<file path="src/scr_consts.vh">
// Constants for the system configuration register bank
`ifndef SCR_CONSTS_VH
`define SCR_CONSTS_VH

// Register byte offsets
`define SCR_OFF_CFG_CTRL      14'h3B00
`define SCR_OFF_DEV_ID        14'h3B20
`define SCR_OFF_UNLOCK_KEY    14'h3B30
`define SCR_OFF_OSC_WORD      14'h3B40
`define SCR_OFF_PROTECT_WORD  14'h3B44
`define SCR_OFF_STARTUP       14'h3B48
`define SCR_ADDR_W            14

// Oscillator select codes
`define SCR_OSC_FRC_DIV       3'h0
`define SCR_OSC_PLL           3'h1
`define SCR_OSC_PRIMARY       3'h2
`define SCR_OSC_RSVD          3'h3
`define SCR_OSC_SECONDARY     3'h4
`define SCR_OSC_LOW_POWER_RC_OSC          3'h5

// Startup clock source encodings, one binary code per source
`define SCR_SRC_FRC_DIV       3'h0
`define SCR_SRC_PLL_FRC       3'h1
`define SCR_SRC_PLL_PRI       3'h2
`define SCR_SRC_PRIMARY       3'h3
`define SCR_SRC_SECONDARY     3'h4
`define SCR_SRC_LOW_POWER_RC_OSC          3'h5
`define SCR_SRC_NONE          3'h7

// Field positions
`define SCR_OSC_SEL_HI        2
`define SCR_OSC_SEL_LO        0
`define SCR_PLL_REF_BIT       4
`define SCR_PROTECT_BIT       31
`define SCR_EXEC_HI           23
`define SCR_EXEC_LO           16
`define SCR_DBG_EN_BIT        3
`define SCR_DBG_CFG_BIT       2
`define SCR_CFG_RSVD27        27
`define SCR_CFG_RSVD_HI       25
`define SCR_CFG_RSVD_LO       24
`define SCR_CFG_RSVD_ONES     2'h3

// Reset values and RAM window
`define SCR_EXEC_RST          8'h00
`define SCR_KEY_RST           32'h00000000
`define SCR_RAM_BASE          32'hA0000000
`define SCR_KB_SHIFT          10
`define SCR_ZERO32            32'h00000000

// Edges to wait after reset before the synchronised debug word is valid
`define SCR_LOAD_WAIT         2'h2
`define SCR_LOAD_STEP         2'h1
`define SCR_LOAD_DONE         2'h0

`endif

</file>
<file path="src/scr_osc_decode.v">
// Startup oscillator source decoder
`timescale 1ns/1ps
`default_nettype none
`include "scr_consts.vh"

module scr_osc_decode (
  input  wire [2:0] osc_sel,
  input  wire       pll_ref_sel,
  output reg  [2:0] src
);

  // Map the select field and PLL reference bit to one source code
  always @* begin
    case (osc_sel)
      `SCR_OSC_FRC_DIV:   src = `SCR_SRC_FRC_DIV;
      `SCR_OSC_PLL:       src = pll_ref_sel ? `SCR_SRC_PLL_FRC : `SCR_SRC_PLL_PRI;
      `SCR_OSC_PRIMARY:   src = `SCR_SRC_PRIMARY;
      `SCR_OSC_RSVD:      src = `SCR_SRC_NONE;
      `SCR_OSC_SECONDARY: src = `SCR_SRC_SECONDARY;
      `SCR_OSC_LOW_POWER_RC_OSC:      src = `SCR_SRC_LOW_POWER_RC_OSC;
      default:            src = `SCR_SRC_FRC_DIV;
    endcase
  end

endmodule
`default_nettype wire

</file>
<file path="src/scr_regs.v">
// APB register bank for system configuration and control
//
// The implementer's own choice: the APB slave port.
`timescale 1ns/1ps
`default_nettype none
`include "scr_consts.vh"

module scr_regs #(
  parameter [3:0]  REVISION  = 4'h1,       // Arbitrary value
  parameter [27:0] DEVICE_ID = 28'h0000ABC // Arbitrary value
) (
  input  wire        mclk,
  input  wire        rst_n,
  input  wire        psel,
  input  wire        penable,
  input  wire        pwrite,
  input  wire [31:0] paddr,
  input  wire [31:0] pwdata,
  output reg  [31:0] prdata,
  output reg         pready,
  output reg         pslverr,
  input  wire [31:0] osc_select_config_word,
  input  wire [31:0] code_protect_word,
  input  wire [31:0] debug_config_word,
  output reg  [2:0]  startup_src,
  output reg         code_protect_en,
  output reg  [31:0] ram_exec_base,
  output reg         debug_port_enable,
  output reg  [31:0] system_unlock_key,
  output reg         key_written
);

  reg  [7:0]  ram_exec_q;
  reg         dbg_en_q;
  reg         load_q;
  reg  [1:0]  load_cnt_q;
  reg  [31:0] osc_q;
  reg  [31:0] prot_q;
  reg  [31:0] dbg_cfg_s1_q;
  reg  [31:0] dbg_cfg_q;
  reg  [31:0] osc_s1_q;
  reg  [31:0] prot_s1_q;
  reg  [31:0] rd_d;
  reg         err_d;
  wire [2:0]  src_d;
  wire [`SCR_ADDR_W-1:0] addr;
  wire        access;
  wire        wr;

  assign addr   = paddr[`SCR_ADDR_W-1:0];
  assign access = psel & penable & ~pready;
  assign wr     = access & pwrite;

  // Configuration words come from nonvolatile memory; bring them in through two flops
  always @(posedge mclk or negedge rst_n) begin
    if (!rst_n) begin
      osc_s1_q     <= `SCR_ZERO32;
      osc_q        <= `SCR_ZERO32;
      prot_s1_q    <= `SCR_ZERO32;
      prot_q       <= `SCR_ZERO32;
      dbg_cfg_s1_q <= `SCR_ZERO32;
      dbg_cfg_q    <= `SCR_ZERO32;
    end else begin
      osc_s1_q     <= osc_select_config_word;
      osc_q        <= osc_s1_q;
      prot_s1_q    <= code_protect_word;
      prot_q       <= prot_s1_q;
      dbg_cfg_s1_q <= debug_config_word;
      dbg_cfg_q    <= dbg_cfg_s1_q;
    end
  end

  // Decode the startup source from the latched oscillator word
  scr_osc_decode u_dec (
    .osc_sel     (osc_q[`SCR_OSC_SEL_HI:`SCR_OSC_SEL_LO]),
    .pll_ref_sel (osc_q[`SCR_PLL_REF_BIT]),
    .src         (src_d)
  );

  // Read mux; unimplemented and reserved control bits return zero
  always @* begin
    rd_d  = `SCR_ZERO32;
    err_d = 1'b0;
    case (addr)
      `SCR_OFF_CFG_CTRL: begin
        rd_d[`SCR_EXEC_HI:`SCR_EXEC_LO] = ram_exec_q;
        rd_d[`SCR_DBG_EN_BIT]           = dbg_en_q;
      end
      `SCR_OFF_DEV_ID:       rd_d = {REVISION, DEVICE_ID};
      `SCR_OFF_UNLOCK_KEY:   rd_d = `SCR_ZERO32;
      `SCR_OFF_OSC_WORD:     rd_d = osc_q;
      `SCR_OFF_PROTECT_WORD: rd_d = prot_q;
      `SCR_OFF_STARTUP:      rd_d = {29'h0000000, src_d};
      default:               err_d = 1'b1;
    endcase
    if (paddr[31:`SCR_ADDR_W] != 18'h00000) begin
      err_d = 1'b1;
    end
  end

  // APB slave: one wait state, answer in the cycle after access begins
  always @(posedge mclk or negedge rst_n) begin
    if (!rst_n) begin
      pready  <= 1'b0;
      pslverr <= 1'b0;
      prdata  <= `SCR_ZERO32;
    end else begin
      pready  <= access;
      pslverr <= access & err_d;
      if (access && !pwrite) begin
        prdata <= err_d ? `SCR_ZERO32 : rd_d;
      end
    end
  end

  // Writable fields; identity writes fall through untouched
  always @(posedge mclk or negedge rst_n) begin
    if (!rst_n) begin
      ram_exec_q        <= `SCR_EXEC_RST;
      dbg_en_q          <= 1'b0;
      load_q            <= 1'b1;
      load_cnt_q        <= `SCR_LOAD_WAIT;
      system_unlock_key <= `SCR_KEY_RST;
      key_written       <= 1'b0;
    end else begin
      key_written <= 1'b0;
      // Wait until the debug word has passed both sync flops, then load once
      if (load_cnt_q != `SCR_LOAD_DONE) begin
        load_cnt_q <= load_cnt_q - `SCR_LOAD_STEP;
      end else if (load_q) begin
        load_q   <= 1'b0;
        dbg_en_q <= dbg_cfg_q[`SCR_DBG_CFG_BIT];
      end
      if (wr && !err_d) begin
        case (addr)
          `SCR_OFF_CFG_CTRL: begin
            ram_exec_q <= pwdata[`SCR_EXEC_HI:`SCR_EXEC_LO];
            dbg_en_q   <= pwdata[`SCR_DBG_EN_BIT];
          end
          `SCR_OFF_UNLOCK_KEY: begin
            system_unlock_key <= pwdata;
            key_written       <= 1'b1;
          end
          default: begin
          end
        endcase
      end
    end
  end

  // Outputs derived from the register state
  always @(posedge mclk or negedge rst_n) begin
    if (!rst_n) begin
      startup_src       <= `SCR_SRC_FRC_DIV;
      code_protect_en   <= 1'b0;
      ram_exec_base     <= `SCR_RAM_BASE;
      debug_port_enable <= 1'b0;
    end else begin
      startup_src       <= src_d;
      code_protect_en   <= ~prot_q[`SCR_PROTECT_BIT];
      ram_exec_base     <= `SCR_RAM_BASE
                           + ({24'h000000, ram_exec_q} << `SCR_KB_SHIFT);
      debug_port_enable <= dbg_en_q;
    end
  end

endmodule
`default_nettype wire

</file>
<file path="config.mk">
export PLATFORM = sky130hd
export DESIGN_NAME = scr_regs
export DESIGN_NICKNAME = d
export VERILOG_FILES = /design/src/scr_osc_decode.v /design/src/scr_regs.v
export VERILOG_INCLUDE_DIRS = /design/src
export SDC_FILE = /design/constraint.sdc
export NUM_CORES = 1
export LEC_CHECK = 0
export ABC_AREA = 1
export BUFFER_PORTS_ARGS = -buffer_cell sky130_fd_sc_hd__buf_2
export CAP_MARGIN = 20
export CORE_UTILIZATION = 27
export DETAILED_ROUTE_END_ITERATION = 12
export GPL_TIMING_DRIVEN = 0
export SLEW_MARGIN = 20
export SYNTH_ARGS = -nofsm -noshare
export SYNTH_HDL_FRONTEND = slang
export SYNTH_HIERARCHICAL = 1
export SYNTH_SLANG_ARGS = --single-unit
</file>
<file path="constraint.sdc">
create_clock -name mclk -period 1.6 [get_ports mclk]
set_clock_uncertainty 0.1 [all_clocks]
set_input_delay 0.24 -clock mclk [delete_from_list [all_inputs] [get_ports mclk]]
set_output_delay 0.24 -clock mclk [all_outputs]
set_load 0.02 [all_outputs]
</file>
* Word level (Yosys, flattened, before mapping)
Index checks and enable logic that the tools add are counted.
W data, S select, Z words.
** Storage, ports and cells
- Bits in registers :: 250
- Word-level logic and storage cells :: 63
** Cells by class
- Add/sub/neg operators :: 2
- Eq/ne operators :: 11
- Mux-type cells :: 16
- Bitwise logic cells :: 6
- Reductions and logical operators :: 9
** Operators with widths (number)
- $eq A14 B14 Y1 const B :: 6
- $pmux W8 S3 :: 2
- $pmux W12 S3 :: 1
- $add A32 B18 Y32 const A :: 1
- $mux W32 :: 1
- $reduce_bool A18 Y1 :: 1
- $pmux W3 S5 :: 1
- $pmux W3 S4 :: 1
- $mux W1 :: 8
- $eq A3 B2 Y1 const B :: 2
- $eq A3 B3 Y1 const B :: 2
- $reduce_or A6 Y1 :: 1
- $and A1 B1 Y1 :: 4
- $pmux W1 S4 :: 1
- $reduce_and A2 Y1 :: 2
- $eq A3 B1 Y1 const B :: 1
- $logic_and A1 B1 Y1 :: 2
- $logic_not A1 Y1 :: 2
- $mux W2 :: 1
- $not A1 Y1 :: 2
- $reduce_bool A2 Y1 :: 1
- $sub A2 B1 Y2 const B :: 1

* Longest topological paths before layout
- Depth after elaboration :: 7
- Depth in mapped cells :: 13

* Hierarchy
Netlist, hierarchy kept.
** Modules (own cells, without submodules)
- scr_regs :: instances 1, cells an instance 697, area each 7646.1 sq um
- scr_osc_decode :: instances 1, cells an instance 12, area each 51.3 sq um

* Least setup slack after synthesis
Ideal clock, no wire load.
- Path kind :: register to register
- Start point :: reg pready
- End point :: reg prdata[1]
- Setup time :: 0.127 ns
- Arrival time :: 1.491 ns
- Data required time :: 1.373 ns
- Path slack :: -0.118 ns
- Cell stages (with the launch flop) :: 8
- Buffers on the path :: 1
- Path through :: dfrtp_1 -> nor2_1 -> inv_1 -> nor2_1 -> clkinv_1 -> clkbuf_1 -> nand2_1 -> o21ai_0
** On the way
- Word-level cells in the longest chain between the ends :: 3
** RTL lines
- start, declared :: RTL line scr_regs.v:20 : output reg pready,
- start signal, assigned :: RTL line scr_regs.v:108 : pready <= access;
- $not A1 Y1 :: RTL line scr_regs.v:51 : assign access = psel & penable & ~pready;
- $and A1 B1 Y1 :: RTL line scr_regs.v:51
- named net access :: RTL line scr_regs.v:47 : wire access;
- $logic_and A1 B1 Y1 :: RTL line scr_regs.v:110 : if (access && !pwrite) begin
- end signal, assigned :: RTL line scr_regs.v:106 : prdata <= `SCR_ZERO32;
- end signal, assigned :: RTL line scr_regs.v:111 : prdata <= err_d ? `SCR_ZERO32 : rd_d;
- end, declared :: RTL line scr_regs.v:19 : output reg [31:0] prdata,
The timed path passes the listed nets, and every way through them passes these cells.
A chain may end at the register's enable or synchronous reset.

* Final worst setup path
- Start point :: reg pready
- End point :: reg ram_exec_q[0]
** On the way
- Word-level cells in the longest chain between the ends :: 5
** RTL lines
- $not A1 Y1 :: RTL line scr_regs.v:51
- $and A1 B1 Y1 :: RTL line scr_regs.v:51
- named net access :: RTL line scr_regs.v:47
- $and A1 B1 Y1 :: RTL line scr_regs.v:52 : assign wr = access & pwrite;
- $logic_and A1 B1 Y1 :: RTL line scr_regs.v:134 : if (wr && !err_d) begin
- $reduce_and A2 Y1 (no source line)
- end signal, assigned :: RTL line scr_regs.v:119 : ram_exec_q <= `SCR_EXEC_RST;
- end signal, assigned :: RTL line scr_regs.v:137 : ram_exec_q <= pwdata[`SCR_EXEC_HI:`SCR_EXEC_LO];
- end, declared :: RTL line scr_regs.v:33 : reg [7:0] ram_exec_q;
The timed path passes the listed nets, and every way through them passes these cells.

==> flow_metrics.py <==
metrics = {
    "floorplan": {
        "die_y_um": 171,
        "die_w_um": 171,
        "num_rows": 61,
        "core_area_mm2": 0.0279,
        "pin_count": 269,
        "dieArea_mm2": 0.0292,
        "start_util_pct": 27.6,
    },
    "cells_and_area": {
        "drive_gt1_share_pct": 38.7,
        "final_common_cell": "nand2_1",
        "syn_to_final_growth_pct": 56.0,
        "finalNetCount": 1256,
        "final_cell_mix": "nand2_1 (246), dfrtp_1 (220), buf_2 (214)",
        "finish.utilization_pct": 43.0,
        "final_cell_area_mm2": 0.0120,
    },
    "sta": {
        "tightestPinTransition_ps": 511,
        "period_needed_ps": 1570,
        "rsz0062_at_grt": "true",
        "post-route-period-util_pct": 98.4,
        "slew_viol_final": 0,
        "timing.final.hold_violations": 0,
        "fmax_mhz": 635,
        "relSlewSlack_pct": 65.9,
        "setup_viol": 0,
    },
    "critical_path": {
        "critPathMaxStageDelay_ps": 390,
        "cp_max_fo": 8,
        "r2r_end": "ram_exec_q[0]",
        "rr_worst_depth": 8,
        "critical_path_arrival_ps": 1920,
        "cp.required_ps": 1940,
        "start_kind": "flip-flop",
        "rrSetupSlack_ps": 30,
        "crit_slowest_cell": "dfrtp_1",
        "path_class": "reg -> reg",
        "crit_path_cell_trace": "nor2_2, inv_2, nor2_4, nand3_4, buf_6, nor2_4, nand2_1, nand2_1",
        "endpoint_kind": "flip-flop",
        "rr_startpoint": "pready",
    },
    "placed_design": {
        "placed_area_mm2": 0.00942,
        "io_buffers": 213,
        "hpwl_um": 14000,
        "gp_congestion": 0.733,
    },
    "global_route": {
        "grt_usage_pct": 14.7,
        "gr-total-overflow": 0,
        "antenna_found_initial": 1,
        "grt_pass1_vias": 6214,
        "grt_max_degree": 102,
        "grt_pass1_wl_um": 32900,
    },
    "cts": {
        "cts_inserted_buffers": 24,
        "cts_root_buffer": "clkbuf_16",
        "clk_latency_ps": 520,
        "cts_buffer_depth": 3,
        "cts.sinks": 222,
        "tritoncts": "built",
        "cts_max_level": 1,
        "clkTransAtPathRegs_ps": 70,
    },
    "job": {
        "max_cap_violations": 0,
    },
    "worst_hold_path": {
        "hold_path.class": "in -> async",
    },
    "route": {
        "drt_iter0_drc": 260,
        "drcViolationCount": 0,
        "first_pass_iters": 5,
        "postRouteAntennaNets": 0,
        "avgRoutedWirePerCell_um": 15.0,
        "drt_wl_total_um": 22300,
        "vias_per_cell": 4.12,
        "vias": 6132,
    },
    "power_and_ir_drop": {
        "power.density_mw_per_mm2": 1050,
        "vdd_drop_max_uv": 637,
        "p_leak_uw": 0.00613,
    },
    "synthesis": {
        "ys_seq_elements": 222,
        "ys_types": 30,
        "ys_seq_area_share_pct": 72.2,
        "ys_warn_count": 6,
        "avgSynthCellArea_um2": 10.9,
        "syn_inst": 709,
        "synth_area_mm2": 0.00770,
    },
    "outcome": {
        "status": "finished clean",
    },
}
==> sequential cells by signal (all words and copies together) (netlist names), 2 cells and up <==
name / cells
prot_s1_q: 32
prot_q: 32
prdata: 32
osc_s1_q: 32
system_unlock_key: 32
osc_q: 32
load_cnt_q: 2
ram_exec_q: 8
ram_exec_base: 8
startup_src: 3
==> metal layers <==
| layer | vias to the layer above | part of all wire, % | routed length [µm] | track usage (%) |
|---|---|---|---|---|
| li1 | 2934 | - | - | - |
| met1 | 2927 | 41 | 9070 | 17.4 |
| met2 | 226 | 49 | 11000 | 25.7 |
| met3 | 45 | 7.6 | 1690 | 4.12 |
| met4 | 0 | 2.6 | 583 | 4.89 |
| met5 | - | 0 | 0 | 0 |
==> area by class of cell <==
cell class	count	area, µm²
diodes	2	5.00
clock inverters	17	225
multi-input cells	440	2210
plain buffers	44	414
well taps	378	473
flip-flops and latches	222	5560
inverters	25	98.8
repair buffers	333	2380
clock buffers	27	643
fillers	2678	15900
==> synthesized netlist by cell type <==
cell type | instances | area share [%]
nand2_1 | 313 | 15
dfrtp_1 | 220 | 72
buf_4 | 31 | 3.0
inv_1 | 23 | 1.1
nor2_1 | 22 | 1.1
nand3_1 | 15 | 0.98
a21oi_1 | 13 | 0.85
a31oi_1 | 13 | 1.1
o21ai_0 | 12 | 0.78
buf_2 | 9 | 0.59
clkbuf_1 | 4 | 0.20
nand4_1 | 4 | 0.33
nor2_2 | 3 | 0.24
nor2_4 | 3 | 0.44
nor3_1 | 3 | 0.20
conb_1 | 2 | 0.098
dfstp_2 | 2 | 0.68
nand2_2 | 2 | 0.16
nand3_2 | 2 | 0.26
nor4_1 | 2 | 0.16
or2_1 | 2 | 0.16
and3_1 | 1 | 0.081
clkinv_1 | 1 | 0.049
ha_1 | 1 | 0.16
inv_2 | 1 | 0.049
nor3_2 | 1 | 0.13
nor3b_1 | 1 | 0.098
o21ai_1 | 1 | 0.065
o22ai_1 | 1 | 0.081
xnor2_1 | 1 | 0.11
==> what timing repair did <==
action,CTS,global route
buffers inserted,11,3
endpoints found under the hold margin,325,0
pin swaps,8,35
endpoints found under the setup margin,73,72
hold buffers,98,0
gates resized for setup,30,121
gates cloned,2,4
==> how the worst max path moves through the flow <==
stage,slack (ps),depth (start not counted),startpoint,end
final,30,8,pready,ram_exec_q[0]
after global routing,-90,8,pready,ram_exec_q[0]
after CTS,-7,8,pready,ram_exec_q[0]
after detailed placement,-620,11,paddr[10],ram_exec_q[4]
after global placement,-3590,1,rst_n,osc_q[27]
after floorplan,-20,8,paddr[23],system_unlock_key[21]
==> critical path, delay by kind of cell, from the launching register on <==
kind | cells | cell delay [ps]
buffers and inverters | 2 | 250
flip-flops | 1 | 390
AND/OR/NAND/NOR | 6 | 760
==> logic make-up (layout without fill, tap and decap cells) <==
group / Yosys count / in the layout / share of synthesized area, %
AND/OR/NAND/NOR: 374 / 374 / 19.6
flip-flops: 222 / 222 / 72.2
buffers and inverters: 69 / 446 / 5.02
AO/OA/AOI/OAI: 40 / 40 / 2.83
other: 2 / 26 / 0.0976
adder cells (fa/ha/maj): 1 / 1 / 0.163
XOR/XNOR: 1 / 1 / 0.114
==> power by group <==
part	total (µW)	switching, µW	internal [µW]
clock	6040	2330	3710
sequential	5840	48.9	5790
combinational	704	342	362
==> stage by stage <==
step                setup WS (ps)  TNS (ps)  power [µW]  hold WS (ps)  instances
floorplan                   -17.2      -456        6080          -156        731
global placement            -3590   -826760        6400           231       1322
detailed placement           -623    -40320        6430        -0.896       1324
global route                -87.6     -2300       13000          47.2       1487
CTS                         -7.02     -7.07       12700          2.05       1479
finish                       26.2         0       12600          60.2       1488
Power figures use the tool's default switching activity.
